### config.mk
export PLATFORM = sky130hd
export DESIGN_NAME = thp_object_if
export DESIGN_NICKNAME = d
export VERILOG_FILES = /design/src/hw/thp_delay_timer.v /design/src/hw/thp_object_if.v
export VERILOG_INCLUDE_DIRS = /design/src /design/src/hw
export SDC_FILE = /design/constraint.sdc
export NUM_CORES = 1
export LEC_CHECK = 0
export BUFFER_PORTS_ARGS = -buffer_cell sky130_fd_sc_hd__buf_4
export CAP_MARGIN = 20
export CORE_UTILIZATION = 58
export DETAILED_ROUTE_END_ITERATION = 10
export GPL_ROUTABILITY_DRIVEN = 0
export PLACE_DENSITY = 0.72
export RECOVER_POWER = 100
export SYNTH_ARGS = -nofsm -noshare
export SYNTH_HDL_FRONTEND = slang
export SYNTH_SLANG_ARGS = --single-unit
### constraint.sdc
create_clock -name clk_in -period 14.5 [get_ports clk_in]
set_clock_uncertainty 0.1 [all_clocks]
set_input_delay 2.9 -clock clk_in [delete_from_list [all_inputs] [get_ports clk_in]]
set_output_delay 2.9 -clock clk_in [all_outputs]
set_load 0.02 [all_outputs]
### src/hw/thp_regs.vh
// Register map, codes and timing constants of the touch host object interface.
//----------------------------------------------------------------------------
// How it works
// [RULE_01] After power-up the device pulls change_notify_n low: a message waits.
// [RULE_02] The host treats a notify line that never falls after power-up as a fault.
// [RULE_03] After power-up or reset the host reads all pending messages.
// [RULE_04] At start-up the host checks that no configuration error is reported.
// [RULE_05] The host first reads the object table and lists every object start.
// [RULE_06] The host derives report identifier ranges from the object table.
// [RULE_07] Host writes a command code to the command object; the device acts on it.
// [RULE_08] The host configures object fields and enables optional objects first.
// [RULE_09] All status goes to the message object; the host reads only that. Here overflow, busy and queue count are also in the status register.
// [RULE_10] Each new message in the message object asserts change_notify_n.
// [RULE_11] The host waits for change_notify_n rather than polling for messages.
// [RULE_12] Every object field resets to zero, leaving its function disabled.
// [RULE_13] After configuring, the host issues backup to store settings.
// [RULE_14] The host keeps stores to nonvolatile memory within the rated count.
// [RULE_15] The host programs power and acquisition objects before operation.
// [RULE_16] The host enables each touch object and sets its origin and size.
// [RULE_17] Touch objects report messages only once their reporting is enabled.
// [RULE_18] The host enables reporting of support objects before expecting messages.
// [RULE_19] Change_notify_n falls about 40 ms after power-on.
// [RULE_20] Change_notify_n falls about 40 ms after a hardware reset.
// [RULE_21] Change_notify_n falls about 64 ms after a reset command.
// [RULE_22] Change_notify_n stays low until every pending message is read; here a reset command empties the queue and releases it without reads.
//----------------------------------------------------------------------------
`ifndef THP_REGS_VH
`define THP_REGS_VH

//----------------------------------------------------------------------------
// Register byte offsets and address pages
//----------------------------------------------------------------------------
`define THP_REG_STATUS    10'h000
`define THP_REG_COMMAND   10'h004
`define THP_REG_MESSAGE   10'h008
`define THP_REG_NVM_CNT   10'h00c
`define THP_REG_REPORT_EN 10'h010
`define THP_OBJ_TBL_PAGE  6'h04
`define THP_CFG_BASE      10'h100
`define THP_CFG_PAGE      4'h4

//----------------------------------------------------------------------------
// Status bits
//----------------------------------------------------------------------------
`define THP_ST_NOTIFY     0
`define THP_ST_BUSY       1
`define THP_ST_OVF        2

//----------------------------------------------------------------------------
// Command codes, message types and report identifiers
//----------------------------------------------------------------------------
`define THP_CMD_RESET     8'h01
`define THP_CMD_BACKUP    8'h02
`define THP_CMD_CALIB     8'h03
`define THP_MSG_RESET     8'h80
`define THP_MSG_CALIB     8'h10
`define THP_MSG_BACKUP    8'h20
`define THP_RID_CMD       8'h01
`define THP_RID_NONE      8'hff

//----------------------------------------------------------------------------
// Timing
//----------------------------------------------------------------------------
`define THP_CLK_KHZ       25000
`define THP_POR_MS        40
`define THP_SWR_MS        64

`endif

### src/hw/thp_delay_timer.v
// One-shot down counter that times the start-up delay before the first message.
`timescale 1ns/1ps

module thp_delay_timer
#(
   parameter CNT_W = 21
)
(
   input  wire             clk_in,   // System clock.
   input  wire             rst_in,   // Synchronous reset, active high.
   input  wire             start_in, // Pulse that loads and starts the count.
   input  wire [CNT_W-1:0] load_in,  // Cycles to wait.
   output reg              busy_out, // High while counting.
   output reg              done_out  // One-cycle pulse when the wait ends.
);

   reg [CNT_W-1:0] cnt_r;

   always @(posedge clk_in)
   begin
      if (rst_in)
      begin
         cnt_r    <= {CNT_W{1'b0}};
         busy_out <= 1'b0;
         done_out <= 1'b0;
      end
      else if (start_in)
      begin
         cnt_r    <= load_in;
         busy_out <= 1'b1;
         done_out <= 1'b0;
      end
      else if (busy_out && cnt_r <= {{(CNT_W-1){1'b0}}, 1'b1})
      begin
         cnt_r    <= {CNT_W{1'b0}};
         busy_out <= 1'b0;
         done_out <= 1'b1;
      end
      else
      begin
         cnt_r    <= busy_out ? cnt_r - {{(CNT_W-1){1'b0}}, 1'b1} : cnt_r;
         done_out <= 1'b0;
      end
   end

endmodule

### src/hw/thp_object_if.v
// Host-facing object protocol: command object, configuration fields, message queue.
//
// Local design decisions: the register addresses and register access over Avalon-MM.
`timescale 1ns/1ps
`include "thp_regs.vh"

module thp_object_if
#(
   parameter POR_CYC = `THP_POR_MS * `THP_CLK_KHZ,
   parameter SWR_CYC = `THP_SWR_MS * `THP_CLK_KHZ,
   parameter Q_AW    = 3
)
(
   input  wire        clk_in,              // System clock, 25 MHz.
   input  wire        rst_in,              // Synchronous reset, active high.
   input  wire [9:0]  avs_address_in,      // Byte address.
   input  wire        avs_read_in,         // Read request.
   input  wire        avs_write_in,        // Write request.
   input  wire [31:0] avs_writedata_in,    // Write data.
   input  wire [3:0]  avs_byteenable_in,   // Byte enables.
   input  wire        touch_valid_in,      // Touch report from the sensing core.
   input  wire [1:0]  touch_obj_in,        // Object that produced the report.
   input  wire [15:0] touch_data_in,       // Report payload.
   output reg  [31:0] avs_readdata_out,    // Read data.
   output reg         avs_waitrequest_out, // Low for the answering cycle.
   output reg         change_notify_n_out, // Low while messages are pending.
   output reg         calibrate_out        // One-cycle pulse: start calibration.
);

   localparam DEPTH   = 1 << Q_AW;
   localparam NUM_CFG = 16;
   localparam CNT_W   = 21;

   //-------------------------------------------------------------------------
   // Helpers
   //-------------------------------------------------------------------------
   function [23:0] mk_msg;
      input [7:0] rid;
      input [7:0] kind;
      input [7:0] info;
      begin
         mk_msg = {rid, kind, info};
      end
   endfunction

   function [31:0] obj_entry;
      input [1:0] idx;
      begin
         obj_entry = {8'h00, {6'h00, idx} + `THP_RID_CMD,
                      6'h00, `THP_CFG_BASE + {4'h0, idx, 4'h0}};
      end
   endfunction

   //-------------------------------------------------------------------------
   // State
   //-------------------------------------------------------------------------
   reg  [7:0]    cmd_last_r;
   reg  [3:0]    report_en_r;
   reg  [7:0]    cfg_r [0:NUM_CFG-1];
   reg  [7:0]    nvm_r [0:NUM_CFG-1];
   reg           nvm_valid_r;
   reg  [15:0]   nvm_cnt_r;
   reg           ovf_r;
   reg           boot_req_r;
   reg  [CNT_W-1:0] boot_len_r;
   reg  [23:0]   q_mem [0:DEPTH-1];
   reg  [Q_AW-1:0] q_wr_r;
   reg  [Q_AW-1:0] q_rd_r;
   reg  [Q_AW:0] q_cnt_r;
   reg  [Q_AW:0] q_cnt_nxt;
   reg  [31:0]   rd_val;
   reg           push;
   reg  [23:0]   push_msg;
   wire          boot_busy;
   wire          boot_done;
   integer       i;

   //-------------------------------------------------------------------------
   // Bus decode
   //-------------------------------------------------------------------------
   // A request is answered one cycle after it is seen; the commit edge is the
   // one at which the master samples waitrequest low.
   wire          req     = avs_read_in | avs_write_in;
   wire          commit  = req & ~avs_waitrequest_out;
   wire          wr_go   = commit & avs_write_in & avs_byteenable_in[0];
   wire          rd_go   = commit & avs_read_in;
   wire          is_cfg  = (avs_address_in[9:6] == `THP_CFG_PAGE);
   wire [3:0]    cfg_idx = avs_address_in[5:2];
   wire          cmd_wr  = wr_go & (avs_address_in == `THP_REG_COMMAND);
   wire [7:0]    cmd     = avs_writedata_in[7:0];
   wire          sw_rst  = cmd_wr & (cmd == `THP_CMD_RESET);
   wire          q_full  = (q_cnt_r == DEPTH[Q_AW:0]);
   wire          q_empty = (q_cnt_r == {(Q_AW+1){1'b0}});
   wire          pop     = rd_go & (avs_address_in == `THP_REG_MESSAGE) & ~q_empty;
   wire          touch_ok = touch_valid_in & report_en_r[touch_obj_in] & ~boot_busy; // [RULE_17]

   //-------------------------------------------------------------------------
   // Start-up timer
   //-------------------------------------------------------------------------
   thp_delay_timer #(.CNT_W(CNT_W)) u_boot
   (
      .clk_in   (clk_in),
      .rst_in   (rst_in),
      .start_in (boot_req_r),
      .load_in  (boot_len_r),
      .busy_out (boot_busy),
      .done_out (boot_done)
   );

   //-------------------------------------------------------------------------
   // Message source selection
   //-------------------------------------------------------------------------
   // Only one message enters per cycle; device messages outrank touch reports.
   always @*
   begin
      push     = 1'b0;
      push_msg = 24'h000000;
      if (boot_done)
      begin
         push     = 1'b1; // [RULE_01] [RULE_19] [RULE_20] [RULE_21]
         push_msg = mk_msg(`THP_RID_CMD, `THP_MSG_RESET, {7'h00, nvm_valid_r});
      end
      else if (cmd_wr && cmd == `THP_CMD_CALIB)
      begin
         push     = 1'b1; // [RULE_09]
         push_msg = mk_msg(`THP_RID_CMD, `THP_MSG_CALIB, 8'h00);
      end
      else if (cmd_wr && cmd == `THP_CMD_BACKUP)
      begin
         push     = 1'b1; // [RULE_09]
         push_msg = mk_msg(`THP_RID_CMD, `THP_MSG_BACKUP, 8'h00);
      end
      else if (touch_ok)
      begin
         push     = 1'b1; // [RULE_17]
         push_msg = {{6'h00, touch_obj_in} + `THP_RID_CMD, touch_data_in};
      end
   end

   wire push_ok = push & ~q_full & ~sw_rst;
   // A touch is lost when the queue is full or a device message owns the cycle.
   wire dev_msg = boot_done | (cmd_wr & ((cmd == `THP_CMD_CALIB) | (cmd == `THP_CMD_BACKUP)));
   wire lost    = (push & q_full) | (touch_ok & dev_msg);

   always @*
   begin
      q_cnt_nxt = q_cnt_r;
      if (sw_rst)
         q_cnt_nxt = {(Q_AW+1){1'b0}};
      else if (push_ok && !pop)
         q_cnt_nxt = q_cnt_r + {{Q_AW{1'b0}}, 1'b1};
      else if (pop && !push_ok)
         q_cnt_nxt = q_cnt_r - {{Q_AW{1'b0}}, 1'b1};
   end

   //-------------------------------------------------------------------------
   // Read mux
   //-------------------------------------------------------------------------
   always @*
   begin
      rd_val = 32'h00000000;
      if (is_cfg)
         rd_val = {24'h000000, cfg_r[cfg_idx]};
      else if (avs_address_in[9:4] == `THP_OBJ_TBL_PAGE)
         rd_val = obj_entry(avs_address_in[3:2]);
      else
         case (avs_address_in)
            `THP_REG_STATUS:
               rd_val = {16'h0000, {(7-Q_AW){1'b0}}, q_cnt_r, 5'h00,
                         ovf_r, boot_busy, ~change_notify_n_out};
            `THP_REG_COMMAND:
               rd_val = {24'h000000, cmd_last_r};
            `THP_REG_MESSAGE:
               rd_val = q_empty ? {8'h00, `THP_RID_NONE, 16'h0000}
                                : {8'h00, q_mem[q_rd_r]}; // [RULE_09]
            `THP_REG_NVM_CNT:
               rd_val = {16'h0000, nvm_cnt_r};
            `THP_REG_REPORT_EN:
               rd_val = {28'h0000000, report_en_r};
            default:
               rd_val = 32'h00000000;
         endcase
   end

   //-------------------------------------------------------------------------
   // Bus handshake
   //-------------------------------------------------------------------------
   always @(posedge clk_in)
   begin
      if (rst_in)
      begin
         avs_waitrequest_out <= 1'b1;
         avs_readdata_out    <= 32'h00000000;
      end
      else
      begin
         avs_waitrequest_out <= ~(req & avs_waitrequest_out);
         if (req && avs_waitrequest_out)
            avs_readdata_out <= rd_val;
      end
   end

   //-------------------------------------------------------------------------
   // Command object, configuration fields and start-up sequencing
   //-------------------------------------------------------------------------
   // The nonvolatile copy is never reset: it models storage that survives.
   always @(posedge clk_in)
   begin
      if (wr_go && avs_write_in && cmd == `THP_CMD_BACKUP && cmd_wr)
      begin
         for (i = 0; i < NUM_CFG; i = i + 1)
            nvm_r[i] <= cfg_r[i]; // [RULE_07]
      end
   end

   always @(posedge clk_in)
   begin
      if (rst_in)
      begin
         for (i = 0; i < NUM_CFG; i = i + 1)
            cfg_r[i] <= 8'h00; // [RULE_12]
         report_en_r   <= 4'h0; // [RULE_12]
         cmd_last_r    <= 8'h00;
         nvm_valid_r   <= 1'b0;
         nvm_cnt_r     <= 16'h0000;
         boot_req_r    <= 1'b1;
         boot_len_r    <= POR_CYC[CNT_W-1:0]; // [RULE_19] [RULE_20]
         calibrate_out <= 1'b0;
      end
      else
      begin
         boot_req_r    <= sw_rst;
         calibrate_out <= cmd_wr & (cmd == `THP_CMD_CALIB); // [RULE_07]
         if (cmd_wr)
            cmd_last_r <= cmd;
         if (sw_rst)
         begin
            // A reset command reloads the stored settings, or zero if none.
            boot_len_r  <= SWR_CYC[CNT_W-1:0]; // [RULE_21]
            report_en_r <= 4'h0;
            for (i = 0; i < NUM_CFG; i = i + 1)
               cfg_r[i] <= nvm_valid_r ? nvm_r[i] : 8'h00; // [RULE_07]
         end
         else
         begin
            if (wr_go && is_cfg)
               cfg_r[cfg_idx] <= avs_writedata_in[7:0];
            if (wr_go && avs_address_in == `THP_REG_REPORT_EN)
               report_en_r <= avs_writedata_in[3:0];
         end
         if (cmd_wr && cmd == `THP_CMD_BACKUP)
         begin
            nvm_valid_r <= 1'b1; // [RULE_07]
            if (nvm_cnt_r != 16'hffff)
               nvm_cnt_r <= nvm_cnt_r + 16'h0001;
         end
      end
   end

   //-------------------------------------------------------------------------
   // Message queue and notify line
   //-------------------------------------------------------------------------
   always @(posedge clk_in)
   begin
      if (push_ok)
         q_mem[q_wr_r] <= push_msg;
   end

   always @(posedge clk_in)
   begin
      if (rst_in)
      begin
         q_wr_r              <= {Q_AW{1'b0}};
         q_rd_r              <= {Q_AW{1'b0}};
         q_cnt_r             <= {(Q_AW+1){1'b0}};
         ovf_r               <= 1'b0;
         change_notify_n_out <= 1'b1;
      end
      else
      begin
         q_cnt_r <= q_cnt_nxt;
         if (sw_rst)
         begin
            q_wr_r <= {Q_AW{1'b0}};
            q_rd_r <= {Q_AW{1'b0}};
         end
         else
         begin
            if (push_ok)
               q_wr_r <= q_wr_r + {{(Q_AW-1){1'b0}}, 1'b1};
            if (pop)
               q_rd_r <= q_rd_r + {{(Q_AW-1){1'b0}}, 1'b1};
         end
         // Write one to clear; a new loss in the same cycle keeps it set.
         if (lost)
            ovf_r <= 1'b1;
         else if (wr_go && avs_address_in == `THP_REG_STATUS && avs_writedata_in[`THP_ST_OVF])
            ovf_r <= 1'b0;
         change_notify_n_out <= (q_cnt_nxt == {(Q_AW+1){1'b0}}); // [RULE_10] [RULE_22]
      end
   end

endmodule

==> results by group <==
Timing
  • RSZ-0062 raised after global routing: false
  • Final Max Tran Viols: 123
  • Slew HR: -129%
  • Hold slack: 0.336 ns
  • Final period util: 62.4%
  • Hold Vio Cnt, Final: 0
  • Final worst path period need: 9.05 ns
  • Fmax: 111 MHz
  • Fin Setup TNS: 0 ns
  • Slew @ Worst Pin: 3.43 ns
  • Final setup fails: 0

Synthesis
  • Avg Inst Size Synth: 14.3 sq um
  • Cell taking the most area after synthesis: edfxtp_1
  • Top-count cell post-synth: edfxtp_1
  • Yosys warns: 0
  • Synthesized flop and latch total: 500
  • Post-synthesis sequential area ratio: 67.6%
  • Syn Std Cell Area: 20800 sq um
  • Post-synth top area share: 58.8%
  • Mapped Cells: 1455
  • Post-synth ARST share: 0%
  • Post-synth EDFFs: 408
  • Top post-synthesis cells by area: edfxtp_1 59%, dfxtp_1 8.8%, mux4_2 8.4%
  • Synth unique cells: 61
  • Main synth FF type: edfxtp_1
  • Post-synth top cells: 408 x edfxtp_1, 153 x nand2_1, 106 x nor2_1

Routing
  • Via count: 12.8k
  • Via-to-Cell Ratio: 6.31
  • DR pass1 iterations: 6
  • DR iter-0 viols: 1295
  • WL/cell: 24.2 microns
  • Total Wirelength: 48.8 mm
  • Post-route DRC: 0
  • Post-route ant nets: 0

Power and ir drop
  • Worst VDD drop: 118 uV
  • Sequential cell fraction of total power: 52.9%
  • Leak: 7.89 nW
  • Sw Ratio: 21.6%
  • Comb power frac: 4.5%
  • Pwr Density: 128 nW/um^2
  • Switching pwr: 0.642 mW
  • Clock share of power: 42.6%
  • Int Pwr: 2.34 mW
  • Total power: 2.98 mW

CTS
  • Worst skew pair latency: 0.60 ns
  • Post-cts sizing count: 0
  • Deepest clock path buffer count: 3
  • Cts hold-fix bufs: 0
  • Clock slew at the register clock pins of the worst setup and hold paths: 0.06 ns
  • CTS Sinks: 500
  • CTS Buf Count: 50
  • CTS tree: built
  • Clock Tree Root: clkbuf_16
  • CTS H-Tree Depth: 2
  • Setup repair bufs after CTS: 0

Finish
  • Final Non-Filler Cells: 2020
  • Area Growth Syn to Fin: 11.4%
  • Layout net count: 1598
  • Fillers: 2496
  • Layout cells sized above 1: 13.9%

Worst setup path
  • Max FO, Critical Path: 37
  • WP data arrival: 9.16 ns
  • Crit Path Category: primary input to flop
  • Worst EP required: 14.61 ns
  • Critical Path Start Type: primary input
  • CP endpoint kind: flop

Run
  • Max-cap violations: 3

Floorplan
  • Chip Height: 192 microns
  • Starting Density: 58.7%
  • Die X: 192 microns
  • Die area: 36700 sq um
  • Io pins: 104
  • Core area: 35500 sq um
  • Row cnt: 69

Global routing
  • Maximum number of pins on one net before global-route repair: 81
  • Gr ovfl total: 0
  • First-pass GRT wire length: 73.3 mm
  • Met2 Use GR: 42.3%
  • GR Util All Layers: 27.2%
  • Grt met1 use: 38.4%
  • Met3 usage: 4.90%
  • Initial antenna violation count: 2
  • Grt peak-use layer: met2
  • Vias in the first global route: 12.2k

Status
  • Failing checks: max-capacitance violations, max-slew violations
  • Status: finished with violations

Placement
  • Placed instance count: 1922
  • DP Wirelength: 30.1 mm
  • Input/output buffers: 68

Worst hold path
  • Type of the worst min-delay path: flop to flop
==> state kept, by name (all words and copies together), names as in the netlist, 2 cells and up, named ones only <==
| signal | cells |
|---|---|
| avs_readdata_out | 20 |
| boot_len_r | 2 |
| cfg_r | 128 |
| cmd_last_r | 8 |
| nvm_cnt_r | 16 |
| nvm_r | 128 |
| q_cnt_r | 4 |
| q_mem | 152 |
| q_rd_r | 3 |
| q_wr_r | 3 |
| report_en_r | 4 |
| u_boot.cnt_r | 21 |
==> cells in the final DEF, fill, tap and decap left out, types with 10 or more instances in the layout <==
cell and count:
nor3_1 37, clkinv_1 10, o21ai_0 90, nor2_1 104, nor4_1 17, mux2i_1 34, buf_4 50, nand3_1 24
xor2_1 12, ha_1 12, mux4_2 78, nand2_1 153, clkbuf_16 50, a21oi_1 42, clkbuf_1 70, a221oi_1 11
a22oi_1 10, and2_0 16, inv_1 15, a22o_1 80, edfxtp_1 408, nand2b_1 11, dfxtp_1 91
==> metal layers <==
metal,vias to the layer above,part of all wire (%)
li1,5714,-
met1,6403,41
met2,541,48
met3,91,8.2
met4,2,3.0
met5,-,0.027
==> critical path: stages <==
cell	delay [ns]
clkbuf_1	2.26
ha_1	0.50
nor4b_1	0.41
and3_1	0.36
a311o_1	0.29
nand3_1	0.32
nor4b_1	1.17
clkbuf_1	0.92
==> through the flow <==
stage / instance area (sq um) / utilization [%] / setup WS, ns
floorplan: 20900 / - / 3.92
detailed placement: 21800 / 61.5 / 6.87
finish: 23200 / 65.4 / 5.45
global route: 23200 / 65.4 / 4.85
CTS: 23400 / 66.0 / 7.47
global placement: 21800 / 61.4 / 6.84
==> final timing paths <==
check,to,startpoint,slack [ns],cells after the start
hold / removal,nvm_r[0][53],cfg_r[6][5],0.34,0
hold reg to reg,nvm_r[0][53],cfg_r[6][5],0.34,0
setup reg to reg,cfg_r[15][3],avs_waitrequest_out,9.85,6
setup / recovery,q_mem[4][14],avs_address_in[2],5.45,8
==> power groups by stage <==
stage          clock network (mW)  registers, mW  logic [mW]
3_3_place_gp                    0           1.61       0.133
4_1_cts                      1.28           1.58       0.137
5_1_grt                      1.34           1.58       0.144
2_1_floorplan                   0           1.60      0.0852
6_report                     1.27           1.58       0.134
3_5_place_dp                    0           1.61       0.136
==> cell type report <==
| class | count | area [sq um] | area share, % |
|---|---|---|---|
| Inverter | 15 | 56.3 | 0.243 |
| Clock inverter | 26 | 241 | 1.04 |
| Sequential cell | 500 | 14100 | 60.7 |
| Antenna cell | 1 | 2.50 | 0.0108 |
| Clock buffer | 67 | 1360 | 5.84 |
| Timing Repair Buffer | 108 | 593 | 2.56 |
| Tap cell | 461 | 577 | 2.49 |
| Multi-Input combinational cell | 842 | 6280 | 27.1 |
==> logic make-up (layout without fill, tap and decap cells) <==
family / count (synthesis) / count (layout) / synth area share (%)
xor gates and xnor gates: 21 / 21 / 0.883
buffers and inverters: 120 / 216 / 2.46
other: 1 / 9 / 0.0180
muxes: 113 / 113 / 10.1
and+or+nand+nor: 420 / 420 / 9.44
AOI/OAI and AO/OA: 267 / 267 / 8.66
DFF: 500 / 500 / 67.6
adders and majority gates: 13 / 13 / 0.769
(Power assumes the default switching activity.)
